[src/shared/obc_pkg.sv]
// Purpose: constants and carriers for the configuration byte decoder
// Assumes: two 8-bit configuration bytes, erased value all ones
// Notes:   offsets are byte addresses on the register bus
package obc_pkg;
  localparam int          DATA_W         = 32;
  localparam int          ADDR_W         = 8;
  // register byte offsets
  localparam logic [7:0]  OFS_CTRL       = 8'h00;
  localparam logic [7:0]  OFS_STATUS     = 8'h04;
  localparam logic [7:0]  OFS_DECODED    = 8'h08;
  localparam logic [7:0]  OFS_PROG_DATA  = 8'h0C;
  localparam logic [7:0]  OFS_RESET_CNT  = 8'h10;
  // control bits
  localparam int          CTRL_PROG_MODE = 0;
  localparam int          CTRL_WRITE     = 1;
  localparam int          CTRL_ERASE     = 2;
  // erased content and shipped content
  localparam logic [7:0]  ERASED_BYTE    = 8'hFF;
  localparam logic [7:0]  SHIP_BYTE0     = 8'hE7;
  localparam logic [7:0]  SHIP_BYTE1     = 8'hEF;
  // byte 0 field positions
  localparam int          B0_HALT_RST    = 7;
  localparam int          B0_WDG_TYPE    = 6;
  localparam int          B0_VD_HI       = 4;
  localparam int          B0_VD_LO       = 3;
  localparam int          B0_PKG_LO      = 1;
  localparam int          B0_ROP_N       = 0;
  // byte 1 field positions
  localparam int          B1_PKG_HI      = 7;
  localparam int          B1_RST_LEN     = 6;
  localparam int          B1_CLK_HI      = 5;
  localparam int          B1_CLK_LO      = 4;
  localparam int          B1_RNG_HI      = 3;
  localparam int          B1_RNG_LO      = 1;
  localparam int          B1_PLL_OFF     = 0;
  // voltage detect encodings
  localparam logic [1:0]  VD_OFF         = 2'h3;
  // clock source and oscillator range encodings
  localparam logic [1:0]  CLK_RESONATOR  = 2'h0;
  localparam logic [1:0]  CLK_RESERVED   = 2'h1;
  localparam logic [1:0]  CLK_RC         = 2'h2;
  localparam logic [1:0]  CLK_EXTERNAL   = 2'h3;
  localparam logic [2:0]  RANGE_MP       = 3'h1;
  // reset phase lengths in cpu cycles
  localparam logic [12:0] RST_LONG       = 13'h1000;
  localparam logic [12:0] RST_SHORT      = 13'h0100;
  // memory erase walk
  localparam int          MEM_DEPTH      = 16;

  typedef struct packed {
    logic        halt_watchdog_reset_sel;
    logic        watchdog_type_sel;
    logic [1:0]  voltage_detect_threshold;
    logic        low_supply_detector;
    logic        auxiliary_supply_detector;
    logic        package_sel_lo;
    logic        package_sel_hi;
    logic        readout_protect_n;
    logic        reset_phase_length_sel;
    logic [1:0]  clock_source_type;
    logic [2:0]  oscillator_freq_range;
    logic        freq_doubler_disable;
    logic [12:0] reset_cycles;
  } obc_cfg_t;

  typedef struct packed {
    logic        range_low_power;
    logic        range_medium_power;
    logic        range_medium_speed;
    logic        range_high_speed;
  } obc_range_t;
endpackage : obc_pkg

[src/obc_decoder.sv]
// Purpose: decode configuration bytes into hardware option outputs
// Assumes: AXI4-Lite register access, one 250 MHz clock
// Notes:   bytes reachable only in programming mode
//
// Our own choices: the AXI4-Lite slave port and the address map.
`timescale 1ns/10ps
module obc_decoder (
  input  wire logic                aclk,
  input  wire logic                aresetn,
  input  wire logic [7:0]          s_axi_awaddr,
  input  wire logic                s_axi_awvalid,
  output logic                     s_axi_awready,
  input  wire logic [31:0]         s_axi_wdata,
  input  wire logic [3:0]          s_axi_wstrb,
  input  wire logic                s_axi_wvalid,
  output logic                     s_axi_wready,
  output logic [1:0]               s_axi_bresp,
  output logic                     s_axi_bvalid,
  input  wire logic                s_axi_bready,
  input  wire logic [7:0]          s_axi_araddr,
  input  wire logic                s_axi_arvalid,
  output logic                     s_axi_arready,
  output logic [31:0]              s_axi_rdata,
  output logic [1:0]               s_axi_rresp,
  output logic                     s_axi_rvalid,
  input  wire logic                s_axi_rready,
  output obc_pkg::obc_cfg_t        cfg,
  output obc_pkg::obc_range_t      range_sel,
  output logic                     pll_enable,
  output logic                     unbonded_pad_pullup,
  output logic                     user_mem_erase,
  output logic                     flash_read_block,
  output logic                     flash_write_block
);
  typedef enum logic [1:0] {OBC_IDLE, OBC_WIPE, OBC_CLEAR} obc_state_t;

  obc_state_t  state;
  logic [4:0]  wipe_cnt;
  logic        prog_mode;
  logic        aw_held;
  logic        w_held;
  logic [7:0]  aw_addr;
  logic [31:0] w_data;
  logic [3:0]  w_strb;
  logic        wr_fire;
  logic        st_wr;
  logic        st_idx;
  logic [7:0]  st_data;
  logic        rd_idx;
  logic [7:0]  rd_byte;
  logic [7:0]  byte0;
  logic [7:0]  byte1;
  logic        cfg_fault;
  logic        rd_pending;
  logic [7:0]  ar_addr;
  logic        rd_wait;

  // write channels held separately so either order is accepted
  assign s_axi_awready = !aw_held && !s_axi_bvalid;
  assign s_axi_wready  = !w_held && !s_axi_bvalid;
  assign wr_fire       = aw_held && w_held && !s_axi_bvalid;

  always_ff @(posedge aclk) begin
    if (!aresetn) begin
      aw_held <= 1'b0;
      aw_addr <= 8'h00;
    end else if (s_axi_awvalid && s_axi_awready) begin
      aw_held <= 1'b1;
      aw_addr <= s_axi_awaddr;
    end else if (wr_fire) begin
      aw_held <= 1'b0;
    end
  end

  always_ff @(posedge aclk) begin
    if (!aresetn) begin
      w_held <= 1'b0;
      w_data <= 32'h0000_0000;
      w_strb <= 4'h0;
    end else if (s_axi_wvalid && s_axi_wready) begin
      w_held <= 1'b1;
      w_data <= s_axi_wdata;
      w_strb <= s_axi_wstrb;
    end else if (wr_fire) begin
      w_held <= 1'b0;
    end
  end

  always_ff @(posedge aclk) begin
    if (!aresetn) begin
      s_axi_bvalid <= 1'b0;
      s_axi_bresp  <= 2'h0;
    end else if (wr_fire) begin
      s_axi_bvalid <= 1'b1;
      if (aw_addr == obc_pkg::OFS_CTRL) s_axi_bresp <= 2'h0;
      else if (aw_addr == obc_pkg::OFS_PROG_DATA &&
               prog_mode && state == OBC_IDLE)
        s_axi_bresp <= 2'h0;
      else s_axi_bresp <= 2'h2;
    end else if (s_axi_bready) begin
      s_axi_bvalid <= 1'b0;
    end
  end

  // programming mode flag steers access to the byte store
  always_ff @(posedge aclk) begin
    if (!aresetn) prog_mode <= 1'b0;
    else if (wr_fire && aw_addr == obc_pkg::OFS_CTRL && w_strb[0])
      prog_mode <= w_data[obc_pkg::CTRL_PROG_MODE];
  end

  // store write: data byte in lane 0, byte index in bit 8, the lowest bit of lane 1
  always_comb begin
    st_wr   = 1'b0;
    st_idx  = 1'b0;
    st_data = 8'h00;
    if (state == OBC_CLEAR) begin
      st_wr   = 1'b1;
      st_idx  = wipe_cnt[0];
      st_data = obc_pkg::ERASED_BYTE;
    end else if (wr_fire && aw_addr == obc_pkg::OFS_PROG_DATA &&
                 prog_mode && state == OBC_IDLE && w_strb[0]) begin
      st_wr   = 1'b1;
      st_idx  = w_data[8];
      st_data = w_data[7:0];
    end
  end

  // erasing while protected wipes user memory before the bytes
  always_ff @(posedge aclk) begin
    if (!aresetn) begin
      state    <= OBC_IDLE;
      wipe_cnt <= 5'h00;
    end else begin
      case (state)
        OBC_IDLE: begin
          if (wr_fire && aw_addr == obc_pkg::OFS_CTRL && prog_mode &&
              w_strb[0] && w_data[obc_pkg::CTRL_ERASE]) begin
            wipe_cnt <= 5'h00;
            if (!byte0[obc_pkg::B0_ROP_N]) state <= OBC_WIPE;
            else state <= OBC_CLEAR;
          end
        end
        OBC_WIPE: begin
          if (wipe_cnt == 5'(obc_pkg::MEM_DEPTH - 1)) begin
            wipe_cnt <= 5'h00;
            state    <= OBC_CLEAR;
          end else begin
            wipe_cnt <= wipe_cnt + 5'h01;
          end
        end
        OBC_CLEAR: begin
          if (wipe_cnt == 5'h01) begin
            wipe_cnt <= 5'h00;
            state    <= OBC_IDLE;
          end else begin
            wipe_cnt <= wipe_cnt + 5'h01;
          end
        end
        default: state <= OBC_IDLE;
      endcase
    end
  end

  assign user_mem_erase = (state == OBC_WIPE);

  obc_store #(
    .DEPTH (2)
  ) u_store (
    .aclk    (aclk),
    .aresetn (aresetn),
    .wr_en   (st_wr),
    .wr_idx  (st_idx),
    .wr_data (st_data),
    .rd_idx  (rd_idx),
    .rd_data (rd_byte),
    .byte0   (byte0),
    .byte1   (byte1)
  );

  // read side: one wait cycle for the registered store output
  assign s_axi_arready = !rd_pending && !s_axi_rvalid;

  always_ff @(posedge aclk) begin
    if (!aresetn) begin
      rd_pending <= 1'b0;
      ar_addr    <= 8'h00;
      rd_idx     <= 1'b0;
      rd_wait    <= 1'b0;
    end else if (s_axi_arvalid && s_axi_arready) begin
      rd_pending <= 1'b1;
      ar_addr    <= s_axi_araddr;
      rd_idx     <= 1'b0;
      rd_wait    <= 1'b1;
    end else if (rd_wait) begin
      rd_wait <= 1'b0;
    end else if (rd_pending) begin
      rd_pending <= 1'b0;
    end
  end

  always_ff @(posedge aclk) begin
    if (!aresetn) begin
      s_axi_rvalid <= 1'b0;
      s_axi_rdata  <= 32'h0000_0000;
      s_axi_rresp  <= 2'h0;
    end else if (rd_pending && !rd_wait) begin
      s_axi_rvalid <= 1'b1;
      s_axi_rresp  <= 2'h0;
      if (ar_addr == obc_pkg::OFS_CTRL) begin
        s_axi_rdata <= {31'h0, prog_mode};
      end else if (ar_addr == obc_pkg::OFS_STATUS) begin
        s_axi_rdata <= {28'h0, cfg_fault, user_mem_erase,
                        state != OBC_IDLE, prog_mode};
      end else if (ar_addr == obc_pkg::OFS_DECODED) begin
        s_axi_rdata <= {16'h0, cfg.reset_cycles[12:8],
                        cfg.clock_source_type, cfg.oscillator_freq_range,
                        cfg.voltage_detect_threshold, pll_enable,
                        cfg.watchdog_type_sel, cfg.halt_watchdog_reset_sel,
                        cfg.readout_protect_n};
      end else if (ar_addr == obc_pkg::OFS_PROG_DATA && prog_mode) begin
        s_axi_rdata <= {16'h0, byte1, byte0};
      end else if (ar_addr == obc_pkg::OFS_RESET_CNT) begin
        s_axi_rdata <= {19'h0, cfg.reset_cycles};
      end else begin
        s_axi_rdata <= 32'h0000_0000;
        s_axi_rresp <= 2'h2;
      end
    end else if (s_axi_rready) begin
      s_axi_rvalid <= 1'b0;
    end
  end

  // decoded settings: captured while reset is low, held afterwards
  always_ff @(posedge aclk) begin
    if (!aresetn) begin
      cfg.halt_watchdog_reset_sel   <= byte0[obc_pkg::B0_HALT_RST];
      cfg.watchdog_type_sel         <= byte0[obc_pkg::B0_WDG_TYPE];
      cfg.voltage_detect_threshold  <=
        byte0[obc_pkg::B0_VD_HI:obc_pkg::B0_VD_LO];
      cfg.low_supply_detector       <=
        byte0[obc_pkg::B0_VD_HI:obc_pkg::B0_VD_LO] != obc_pkg::VD_OFF;
      cfg.auxiliary_supply_detector <=
        byte0[obc_pkg::B0_VD_HI:obc_pkg::B0_VD_LO] != obc_pkg::VD_OFF;
      cfg.package_sel_lo            <= byte0[obc_pkg::B0_PKG_LO];
      cfg.package_sel_hi            <= byte1[obc_pkg::B1_PKG_HI];
      cfg.readout_protect_n         <= byte0[obc_pkg::B0_ROP_N];
      cfg.reset_phase_length_sel    <= byte1[obc_pkg::B1_RST_LEN];
      cfg.reset_cycles              <= byte1[obc_pkg::B1_RST_LEN] ?
        obc_pkg::RST_SHORT : obc_pkg::RST_LONG;
      cfg.clock_source_type         <=
        byte1[obc_pkg::B1_CLK_HI:obc_pkg::B1_CLK_LO];
      cfg.oscillator_freq_range     <=
        byte1[obc_pkg::B1_RNG_HI:obc_pkg::B1_RNG_LO];
      cfg.freq_doubler_disable      <= byte1[obc_pkg::B1_PLL_OFF];
    end
  end

  always_comb begin
    range_sel.range_low_power    = cfg.oscillator_freq_range == 3'h0;
    range_sel.range_medium_power = cfg.oscillator_freq_range == 3'h1;
    range_sel.range_medium_speed = cfg.oscillator_freq_range == 3'h2;
    range_sel.range_high_speed   = cfg.oscillator_freq_range == 3'h3;
  end

  // the doubler is gated off outside its guaranteed input range
  assign pll_enable = !cfg.freq_doubler_disable &&
    cfg.oscillator_freq_range == obc_pkg::RANGE_MP &&
    cfg.clock_source_type != obc_pkg::CLK_RC &&
    cfg.clock_source_type != obc_pkg::CLK_EXTERNAL;

  // protection follows the captured option, even in programming mode
  assign flash_read_block  = !cfg.readout_protect_n;
  assign flash_write_block = !cfg.readout_protect_n;

  // unbonded pads always come up as pulled-up inputs
  assign unbonded_pad_pullup = 1'b1;

  // flags settings the far side should not have chosen
  assign cfg_fault = (!cfg.readout_protect_n && cfg.low_supply_detector) ||
    (cfg.clock_source_type == obc_pkg::CLK_RESONATOR &&
     cfg.reset_phase_length_sel) ||
    cfg.clock_source_type == obc_pkg::CLK_RESERVED;
endmodule : obc_decoder

[src/obc_store.sv]
// Purpose: small word store for the two configuration bytes
// Assumes: one write port, registered read data
// Notes:   resets to the shipped content
`timescale 1ns/10ps
module obc_store #(
  parameter int DEPTH = 2
) (
  input  wire logic       aclk,
  input  wire logic       aresetn,
  input  wire logic       wr_en,
  input  wire logic       wr_idx,
  input  wire logic [7:0] wr_data,
  input  wire logic       rd_idx,
  output logic      [7:0] rd_data,
  output logic      [7:0] byte0,
  output logic      [7:0] byte1
);
  logic [7:0] mem [DEPTH];

  // refuse depths the two fixed byte taps cannot serve
  if (DEPTH != 2) begin : g_depth_check
    $error("obc_store holds exactly two bytes");
  end

  always_ff @(posedge aclk) begin
    if (!aresetn) begin
      mem[0] <= obc_pkg::SHIP_BYTE0;
      mem[1] <= obc_pkg::SHIP_BYTE1;
    end else if (wr_en) begin
      mem[wr_idx] <= wr_data;
    end
  end

  always_ff @(posedge aclk) begin
    if (!aresetn) rd_data <= 8'h00;
    else rd_data <= mem[rd_idx];
  end

  assign byte0 = mem[0];
  assign byte1 = mem[1];
endmodule : obc_store

[config.mk]
export PLATFORM = sky130hd
export DESIGN_NAME = obc_decoder
export DESIGN_NICKNAME = d
export VERILOG_FILES = /design/src/shared/obc_pkg.sv /design/src/obc_decoder.sv /design/src/obc_store.sv
export SDC_FILE = /design/constraint.sdc
export NUM_CORES = 1
export LEC_CHECK = 0
export ABC_CLOCK_PERIOD_IN_PS = 2100
export BUFFER_PORTS_ARGS = -buffer_cell sky130_fd_sc_hd__buf_4
export CORE_MARGIN = 2
export CORE_UTILIZATION = 40
export CTS_BUF_LIST = sky130_fd_sc_hd__clkbuf_8 sky130_fd_sc_hd__clkbuf_16
export DETAILED_ROUTE_END_ITERATION = 12
export PLACE_DENSITY = 0.69
export SETUP_SLACK_MARGIN = 0.15
export SLEW_MARGIN = 20
export SYNTH_ARGS = -nofsm -noshare
export SYNTH_HDL_FRONTEND = slang
export SYNTH_SLANG_ARGS = --single-unit
[constraint.sdc]
create_clock -name aclk -period 2.1 [get_ports aclk]
set_clock_uncertainty 0.2 [all_clocks]
set_input_delay 0.42 -clock aclk [delete_from_list [all_inputs] [get_ports aclk]]
set_output_delay 0.42 -clock aclk [all_outputs]
set_load 0.01 [all_outputs]
* Word level (Yosys, flattened, before mapping)
Memory sizes are Yosys's and may differ from the RTL's.
Cells that the tools add are included.
W data, S select, Z words.
** Word-level totals
- Bits in registers :: 104
- Memory bits (writable) :: 16
- Memories :: 1
** Memory list
- u_store.mem :: words 2, width 8, rd ports 2, clocked after Yosys merged registers in 0, wr ports 2, RTL line obc_store.sv:18 : logic [7:0] mem [DEPTH];
** Cells by class
- $add $sub $neg :: 1
- Eq/ne operators :: 20
- Muxes and demuxes :: 45
- Reduce and logical (&&, ||, !) cells :: 50
** Operators with widths (count)
- $mux W16 :: 4
- $logic_and A1 B1 Y1 :: 26
- $mux W13 :: 2
- $eq A8 B4 Y1 const B :: 3
- $mux W8 :: 3
- $mux W2 :: 11
- $mux W1 :: 20
- $logic_not A8 Y1 :: 2
- $mux W5 :: 3
- $pmux W5 S3 :: 1
- $reduce_bool A2 Y1 :: 5
- $eq A8 B3 Y1 const B :: 1
- $eq A8 B5 Y1 const B :: 1
- $logic_not A1 Y1 :: 8
- $ne A2 B1 Y1 const B :: 4
- $reduce_or A8 Y1 :: 1
- $eq A3 B2 Y1 const B :: 2
- $ne A2 B2 Y1 const B :: 3
- $pmux W2 S3 :: 1
- $add A5 B1 Y5 const B :: 1
- $eq A5 B1 Y1 const B :: 1
- $eq A5 B4 Y1 const B :: 1
- $eq A2 B1 Y1 const B :: 2
- $logic_not A2 Y1 :: 2
- 7 further kinds :: 8

* Depth between registers and ports, before layout
Gate-level depths: netlist of run 1.
- Depth after elaboration :: 13
- Gate-level depth with buffers :: 8
- Mapped depth without buffers :: 8

* Cells and area by module
A second synthesis of run 1 with hierarchy kept.
** Second synthesis, totals
- Cells, all modules :: 469
- Area total of the unflattened synthesis :: 4456.8 um^2
** Modules (own cells, without submodules)
- obc_decoder :: times used 1, cells an instance 403, area an instance 3527.1 um^2, seq. area each 1641.6 um^2
- obc_store :: times used 1, cells an instance 66, area an instance 929.6 um^2, seq. area each 640.6 um^2

* Worst setup path before layout of run 1
No wires, ideal clock.
- Path type :: reg-to-reg
- From :: register aw_addr[0]
- To :: memory u_store.mem[0][0] (enable)
- Library setup time :: 378 ps
- Arrival :: 1530 ps
- Required time :: 1522 ps
- Setup slack :: -8 ps
- Stages on the path, launching flop included :: 5
- Path buffers :: 0
- Period minus slack after synthesis :: 2108 ps
- Cell sequence :: dfxtp_1 nor4_2 and3_1 nand2_1 o221ai_1
** RTL lines
- start, declared :: RTL line obc_decoder.sv:42 : logic [7:0] aw_addr;
- start signal, assigned :: RTL line obc_decoder.sv:69 : aw_addr <= s_axi_awaddr;
- end, declared :: RTL line obc_store.sv:18

* Worst setup path after layout of run 1
- From :: register ar_addr[1]
- To :: register s_axi_rdata[1]
** On the way
- Cells in the longest elaborated chain, start to end :: 6
- Elaborated cells on any way between the ends :: 11
- Classes of those cells :: eq/ne: 4; mux: 5; reduce/logical: 2
** RTL lines
- start, declared :: RTL line obc_decoder.sv:55 : logic [7:0] ar_addr;
- start signal, assigned :: RTL line obc_decoder.sv:192 : ar_addr <= s_axi_araddr;
- $eq A8 B5 Y1 / $eq A8 B4 Y1 (equally long branches) :: RTL line obc_decoder.sv:223, obc_decoder.sv:221
- $mux W13 / $logic_and A1 B1 Y1 (equally long branches) :: RTL line obc_decoder.sv:223, obc_decoder.sv:221
- $mux W16 :: RTL line obc_decoder.sv:221 : end else if (ar_addr == obc_pkg::OFS_PROG_DATA && prog_mode) begin
- $mux W16 :: RTL line obc_decoder.sv:215 : end else if (ar_addr == obc_pkg::OFS_DECODED) begin
- $mux W16 :: RTL line obc_decoder.sv:212 : end else if (ar_addr == obc_pkg::OFS_STATUS) begin
- $mux W16 (*) :: RTL line obc_decoder.sv:210 : if (ar_addr == obc_pkg::OFS_CTRL) begin
- end signal, assigned :: RTL line obc_decoder.sv:211 : s_axi_rdata <= {31'h0, prog_mode};
- end signal, assigned :: RTL line obc_decoder.sv:213 : s_axi_rdata <= {28'h0, cfg_fault, user_mem_erase,
- end signal, assigned :: RTL line obc_decoder.sv:216 : s_axi_rdata <= {16'h0, cfg.reset_cycles[12:8],
- end, declared :: RTL line obc_decoder.sv:23 : output logic [31:0] s_axi_rdata,
Every way passes the cells marked *; elsewhere a longest branch is shown, timed or not.
A chain may end at the register's enable or synchronous reset.

==> results.md, run 1 <==
Setup path:
- Data on the critical path is required at its endpoint by 2150 ps.
- The worst setup path is launched from a register.
- The maximum cell stage delay along the critical path is 550 ps.
- Along the worst path, the maximum fanout reaches 3.
- For this design, the slowest cell found on the critical path is or4_4.
- Among the stages of the critical path, the cell type that occurs most often is or4_4.
- The data arrival time at the worst-slack endpoint is 2150 ps.
- The worst setup path is of the reg2reg kind.
- The signal on the critical path passes through or4_4 > or4_4 > or2_0 > a32o_1.
- The worst setup path is captured at a register.

Yosys:
- Among all flip-flop cells after synthesis, the most frequent one is dfxtp_1.
- The average instance in the mapped netlist occupies 9.652 sq um.
- For this run, the number of Yosys warnings is 0.
- In this run, synthesis inferred 32 flip-flops with an integrated enable.
- The post-synthesis simple-gate area fraction is 20.16%.
- In the synthesized netlist, the number of instances is 416.
- The area share of the leading cell type in the synthesized netlist is 28.92%.
- The adder-cell area share of the yosys netlist is 2.493%.
- The area of the mapped netlist is 0.004015 sq mm.
- The number of different library cells in the post-synthesis netlist is 52.
- By area the synthesized netlist is led by dfxtp_1 29%, edfxtp_1 24%, nand2_1 7.1%, buf_4 6.2%, a21oi_1 4.7%.
- After synthesis, the largest family of logic cells by area is simple AND/OR/NAND/NOR gates.
- After synthesis the netlist holds a flip-flop and latch count of 90.
- After synthesis, the share of cell area in mux cells is 0.7479%.
- The synthesized netlist devotes 0% of its cell area to XOR and XNOR gates.
- Of all cell types, the one taking the most synthesized area is dfxtp_1.
- The sequential-to-total area share from yosys stat is 52.85%.
- Of all flip-flops after synthesis, the portion carrying an async set or reset was 0%.
- Summing the areas of all compound-gate instances in the mapped netlist gives 14.09% of the synthesized area.

Layout:
- At the end of the flow, the number of nets in the layout was 581.
- The antenna diode count is 0.
- For this run, the share of the core covered by cells in the final layout is 53.19%.
- Of the cells placed in the final design, the portion with a size suffix greater than 1 is 30.83%.
- The most frequent standard cell in the layout excluding fill and tap cells is buf_4.
- The area growth from synthesis to layout is 29.48%.
- The finished layout holds 652 standard cells, fillers aside.
- After routing the design area is 0.005199 sq mm.
- The top cell types in the final layout, fill and taps aside, are 103 x buf_4, 75 x nand2_1, 52 x dfxtp_1, 34 x a21oi_1, 32 x edfxtp_1.

Drt:
- The count of nets left with antenna violations after detail routing is 0.
- The length of the first detailed-routing pass in iterations is 4.
- The average vias per placed instance is 4.874.
- The detailed router placed 3178 vias in this run.
- The count of unresolved DRC violations after routing is 0.
- The final layout contains routed wiring with a total length of 9095 um.
- The violation count after the first detailed-routing iteration is 155.
- Dividing the detail-routed wire length by the instance count gives 13.95 um.

Place:
- At the placement stage, the worst setup path has a slack of -28.29 ps.
- The number of I/O port buffers is 81.
- The number of cells after detailed placement is 628.
- The congestion estimate from routability-driven global placement came to 0.8060.
- The post-detailed-placement half-perimeter wirelength is 6657 um.
- The total cell area at the placement stage is 0.004761 sq mm.

Clocking:
- The latest clock arrival within the worst-skew pair is 360 ps.
- TritonCTS created 9 clock buffers.
- The clock input transition at the sequential cells of the worst setup and hold paths is 90 ps.
- The clock drives 90 sinks.
- The number of hold-repair buffers added at the cts stage is 0.
- Clock tree synthesis selected as its root buffer the cell clkbuf_8.
- The CTS tree is yes.
- The maximum clock insertion buffer count is 2.
- The maximum level of the CTS H-tree is 3.

Floorplan:
- In this run the standard cell core region covers 0.009774 sq mm.
- The die is 104.2 um wide.
- The die area is 0.01086 sq mm.
- Once the floorplan was initialized, standard cells occupied 41.08% of the core.
- In this run the core area contains 36 standard-cell rows.
- The die height is 104.2 um.
- 138 I/O pins were placed.

Power:
- The static leakage is 2.097 nW.
- The cell area power density is 661.7 mW/mm^2.
- The peak supply drop is 392.7 uV.

GRT:
- The initial antenna violation count is 0.
- The pin count of the biggest net entering global routing is 28.
- The global router's overall resource usage is 16.29%.
- The wire length of the first global-routing pass is 14190 um.
- The via count of the first global-routing pass is 2954.
- The sum of overflow across all layers after global routing is 0.

Timing:
- Setup violations remaining at the end of the flow were counted as 1.
- The minimum setup slack in the final design is -5.515 ps.
- Setup repair after global routing could not meet its margin everywhere.
- Timing would allow up to 474.9 MHz.
- The time the final worst path needs with I/O delays and setup is 2106 ps.
- The slew at the pin closest to its max-slew limit is 559.2 ps.
- The number of hold violations in the final report is 0.
- The final count of pins violating max slew is 0.
- The worst pin sits at a relative slew slack of 62.72%.
- Dividing the final minimum period by the clock period gives 100.3%.
- The setup TNS after final layout is -5.515 ps.

Run:
- The tool flagged a number of max-cap violations equal to 0.

Run status:
- The flow ran to the end, but the final reports show violations.
- The checks that failed: negative setup slack.

Hold path:
- The path class of the tightest hold or removal check is in2reg.
[path summary, 6_finish.rpt]
kind | startpoint | endpoint | slack (ps) | cells past startpoint
hold reg to reg | s_axi_rdata[2] | s_axi_rdata[2] | 240 | 2
setup reg to reg | ar_addr[1] | s_axi_rdata[1] | -6 | 4
setup / recovery | ar_addr[1] | s_axi_rdata[1] | -6 | 4
hold / removal | s_axi_araddr[1] | ar_addr[1] | 100 | 3
[metrics by stage]
step	hold slack [ps]	power, W
floorplan	218.9	0.002172
global placement	235.9	0.002267
detailed placement	231.1	0.002276
CTS	89.65	0.003448
global route	97.67	0.003576
finish	97.06	0.003440
[power by group]
group | switching, W | total (W) | internal [W]
logic | 0.000204 | 0.000360 | 0.000156
registers | 0.0000446 | 0.00189 | 0.00185
clock network | 0.000582 | 0.00119 | 0.000603
total | 0.000831 | 0.00344 | 0.00261
[metal layers]
layer | GRT usage (%) | share of wire (%)
met1 | 21.70 | 47
met2 | 25.00 | 46
met3 | 3.509 | 6.8
met4 | 8.301 | 0.75
met5 | 0 | 0
[kinds of logic after synthesis]
logic type                 after synthesis
other                                    2
AOI/OAI and AO/OA                       86
DFF                                     90
adders and majority gates                8
muxes                                    3
buffers and inverters                   68
and+or+nand+nor                        159
[Yosys cell counts (4+ instances only)]
master and n:
a22oi_1 4, a21o_1 6, nand2_1 76, clkbuf_1 14
nand2b_1 8, ha_1 8, and3_1 5, o21ai_1 5
or3_1 8, and2_1 7, a221o_1 4, or2_1 12
buf_4 33, nor2_1 13, nor3_1 4, a32o_1 5
edfxtp_1 32, dfxtp_1 58, inv_1 19, a21oi_1 38
nand3_1 6
[registers in the layout, summed over array words and instances (netlist names)]
signal,cells
s_axi_rvalid,1
w_held,1
w_data,9
u_store.mem,16
wipe_cnt,5
s_axi_bresp,1
ar_addr,8
s_axi_bvalid,1
rd_pending,1
s_axi_rresp,1
aw_addr,8
state,2
aw_held,1
rd_wait,1
cfg,16
s_axi_rdata,16
w_strb,1
prog_mode,1
[critical path: cells and delay by family (launching register included)]
kind	cells	cell delay [ps]
AND/OR/NAND/NOR	3	1230
flip-flops	1	320
AO/OA/AOI/OAI	1	250
[final cells by class]
type | instances | area, sq um
Clock inverter | 5 | 48.80
Fill cell | 884 | 4576
Clock buffer | 11 | 151.4
Tap cell | 133 | 166.4
Multi-Input combinational cell | 287 | 1813
Inverter | 20 | 77.57
Sequential cell | 90 | 2135
Timing Repair Buffer | 106 | 807.0
[repair_timing]
| item | in CTS | in global routing |
|---|---|---|
| setup endpoints to repair | 26 | 47 |
| pin swaps | 4 | 9 |
| resized for setup | 11 | 29 |
| buffers inserted | 3 | 4 |
| cloned | 0 | 1 |
(Power assumes the default switching activity.)
==> inputs of run 2 (changes only) <==
- REMOVE_ABC_BUFFERS: not set -> 1
==> results.md, run 2 (synthesized netlist as in run 1, its figures left out) <==
Power:
- The fraction of power consumed by sequential logic was 55.5% (+0.4 points).
- The peak supply drop is 337.1 uV (-14%).
- The cell area power density is 654.5 mW/mm^2 (-1.1%).
- The static leakage is 2.124 nW (+1.3%).
- The share of total power consumed by net switching was 27.77% (+3.6 points).
- The switching power summed over all nets is 0.0009489 W (+14%).
- The internal cell power is 0.002468 W (-5.4%).
- The part of the power in the clock network came to 33.9% (-0.6 points).
- The combinational group share of total power came to 10.6% (about the same).

Setup path:
- The slowest cell on the critical path is or4_4.
- The worst setup path is of the reg2reg kind.
- Walking the worst path, the cells encountered are or4_4 > or4_4 > or2_0 > a32o_1.
- The cell depth of the worst setup path is 4 (unchanged).
- The maximum cell stage delay along the critical path is 540 ps (about the same).
- The critical path buffer and inverter count was 0 (unchanged).
- The data required time of the critical path is 2170 ps (+20 ps).
- The most numerous cell type found on the critical path is or4_4.
- The family of cells with the greatest summed delay on the critical path is simple AND/OR/NAND/NOR gates.
- The cell count of the worst reg-to-reg path is 4 (unchanged).
- The critical path capture point type is a register.
- The startpoint type of the worst setup path is a register.
- The maximum fanout encountered on the critical timing path is 2 (-1).
- The data arrival time at the worst-slack endpoint is 2090 ps (-60 ps).

Timing:
- The number of hold violations in the final report is 0 (unchanged).
- The highest attainable clock frequency is 493.7 MHz (+4.0%).
- The time the final worst path needs with I/O delays and setup was 2025 ps (-80.14 ps).
- The total of endpoints with negative setup slack in the final report is 0 (-1).
- The minimum setup slack in the final design is 74.63 ps (+80.14 ps).
- The setup TNS after final layout is 0 ps (+5.515 ps).
- The fraction of the cycle the final worst path needs was 96.45% (-3.8 points).
- The slew at the pin closest to its max-slew limit came to 542.7 ps (-16.47 ps).
- The final count of pins violating max slew is 0 (unchanged).
- The relative max-transition margin was 63.82% (+1.1 points).
- Setup repair after global routing could not meet its margin everywhere.

Drt:
- The aggregate routed wire length is 9268 um (+1.9%).
- The length of the first detailed-routing pass in iterations is 4 (unchanged).
- The average vias per placed instance is 4.908 (+0.70%).
- The count of unresolved DRC violations after routing was 0 (unchanged).
- The count of nets left with antenna violations after detail routing is 0 (unchanged).
- The via count was 3210 (+1.0%).
- The detailed-route wire length per cell came to 14.17 um (+1.6%).
- The violation count after the first detailed-routing iteration is 164 (+5.8%).

GRT:
- The global routing stage identified its most utilized layer as met2.
- The wire length of the first global-routing pass is 14840 um (+4.6%).
- The pin count of the biggest net entering global routing came to 31 (+11%).
- The met1 global-route usage came to 21.82% (+0.12 points).
- The global router's overall resource usage is 16.86% (+0.57 points).
- The met2 usage in global routing was 28.05% (+3.1 points).
- The sum of overflow across all layers after global routing is 0 (unchanged).
- The initial antenna violation count is 0 (unchanged).
- The met3 layer usage reported by global route is 4.386% (+0.88 points).
- The via count of the first global-routing pass came to 3000 (+1.6%).

Floorplan:
- The effective utilization at floorplan is 41.08% (unchanged).
- The total number of placement rows came to 36 (unchanged).
- The die area is 0.01086 sq mm (unchanged).
- The die height came to 104.2 um (unchanged).
- The die extent in x came to 104.2 um (unchanged).
- The number of top-level pins is 138 (unchanged).
- The area of the core is 0.009774 sq mm (unchanged).

Clocking:
- The clock sink count was 90 (unchanged).
- The latest clock arrival within the worst-skew pair came to 360 ps (about the same).
- The number of hold-repair buffers added at the cts stage is 0 (unchanged).
- The maximum level of the CTS H-tree is 3 (unchanged).
- The CTS tree is yes.
- The clock input transition at the sequential cells of the worst setup and hold paths is 100 ps (about the same).
- In this run the clock root is driven by a clkbuf_8.
- The number of buffers added by the clock tree synthesis step is 9 (unchanged).
- The maximum clock insertion buffer count was 2 (unchanged).

Place:
- The post-detailed-placement half-perimeter wirelength is 6646 um (-0.17%).
- The post-placement setup slack is 1.960 ps (+30.25 ps).
- The number of I/O port buffers is 81 (unchanged).
- The global placement routability congestion was 0.8030 (-0.37%).
- The total cell area at the placement stage is 0.004717 sq mm (-0.92%).

Layout:
- The antenna diode count is 0 (unchanged).
- The final-layout fill cell count is 883 (-0.11%).
- The design area is 0.005221 sq mm (+0.43%).
- In the layout the commonest cells are 103 x buf_4, 75 x nand2_1, 50 x dfxtp_1, 38 x a21oi_1, 32 x edfxtp_1.
- The share of cells above drive strength 1 is 31.29% (+0.46 points).
- The final net count came to 583 (+0.34%).
- In the final layout, the registers with the most flip-flops are cfg x16, s_axi_rdata x16, u_store.mem x16.
- The most frequent standard cell in the layout excluding fill and tap cells is buf_4.
- The utilization after layout is 53.42% (+0.23 points).
- The area growth from synthesis to layout is 30.04%.

Run status:
- The flow ran to the end, and the final reports show no timing, DRC or antenna violations.

Run:
- The total of max-cap violations is 0 (unchanged).

Hold path:
- The number of instances on the worst hold path is 3 (unchanged).
- The path type of the worst min-delay path is in2reg.
-- run 2: layout make-up --
type	instances	area [sq um]	area share [%]
Timing Repair Buffer	109	840.8	16.10
Sequential cell	90	2140	40.98
Multi-Input combinational cell	286	1800	34.48
Tap cell	133	166.4	3.187
Clock buffer	9	123.9	2.372
Clock inverter	7	70.07	1.342
Inverter	20	80.08	1.534
-- run 2: path summary, 6_finish.rpt --
kind,end,slack [ps],from
worst max-delay path,s_axi_rdata[1],70,ar_addr[7]
worst min-delay path,ar_addr[7],90,s_axi_araddr[7]
worst max register to register,s_axi_rdata[1],70,ar_addr[7]
worst min register to register,s_axi_rdata[2],240,s_axi_rdata[2]
-- run 2: repair_timing --
item                       4_1_cts  5_1_grt
setup endpoints to repair       48       52
buffers inserted                 6        4
resized for setup               27       29
cloned                           1        0
pin swaps                       15       12
-- run 2: power groups by stage --
stage	Sequential, W	Clock, W	Combinational [W]
after floorplan	0.00193	0	0.000181
after global placement	0.00193	0	0.000333
after detailed placement	0.00194	0	0.000340
after CTS	0.00190	0.00118	0.000352
after global routing	0.00190	0.00127	0.000397
final	0.00190	0.00116	0.000361
-- run 2: routing by layer --
metal	up-vias	share of wire (%)
li1	1604	-
met1	1494	45
met2	104	49
met3	8	5.1
met4	0	0.88
met5	-	0
-- run 2: worst min-delay path, stage by stage --
cell     delay [ps]
buf_4           110
nand2_1          50
a21oi_1          50
-- run 2: metrics by stage --
step	std cells	hold slack (ps)	total power (W)
2_1_floorplan	396	218.9	0.002113
3_3_place_gp	627	228.6	0.002265
3_5_place_dp	627	231.4	0.002275
4_1_cts	650	78.87	0.003426
5_1_grt	654	75.82	0.003573
6_report	654	89.79	0.003417
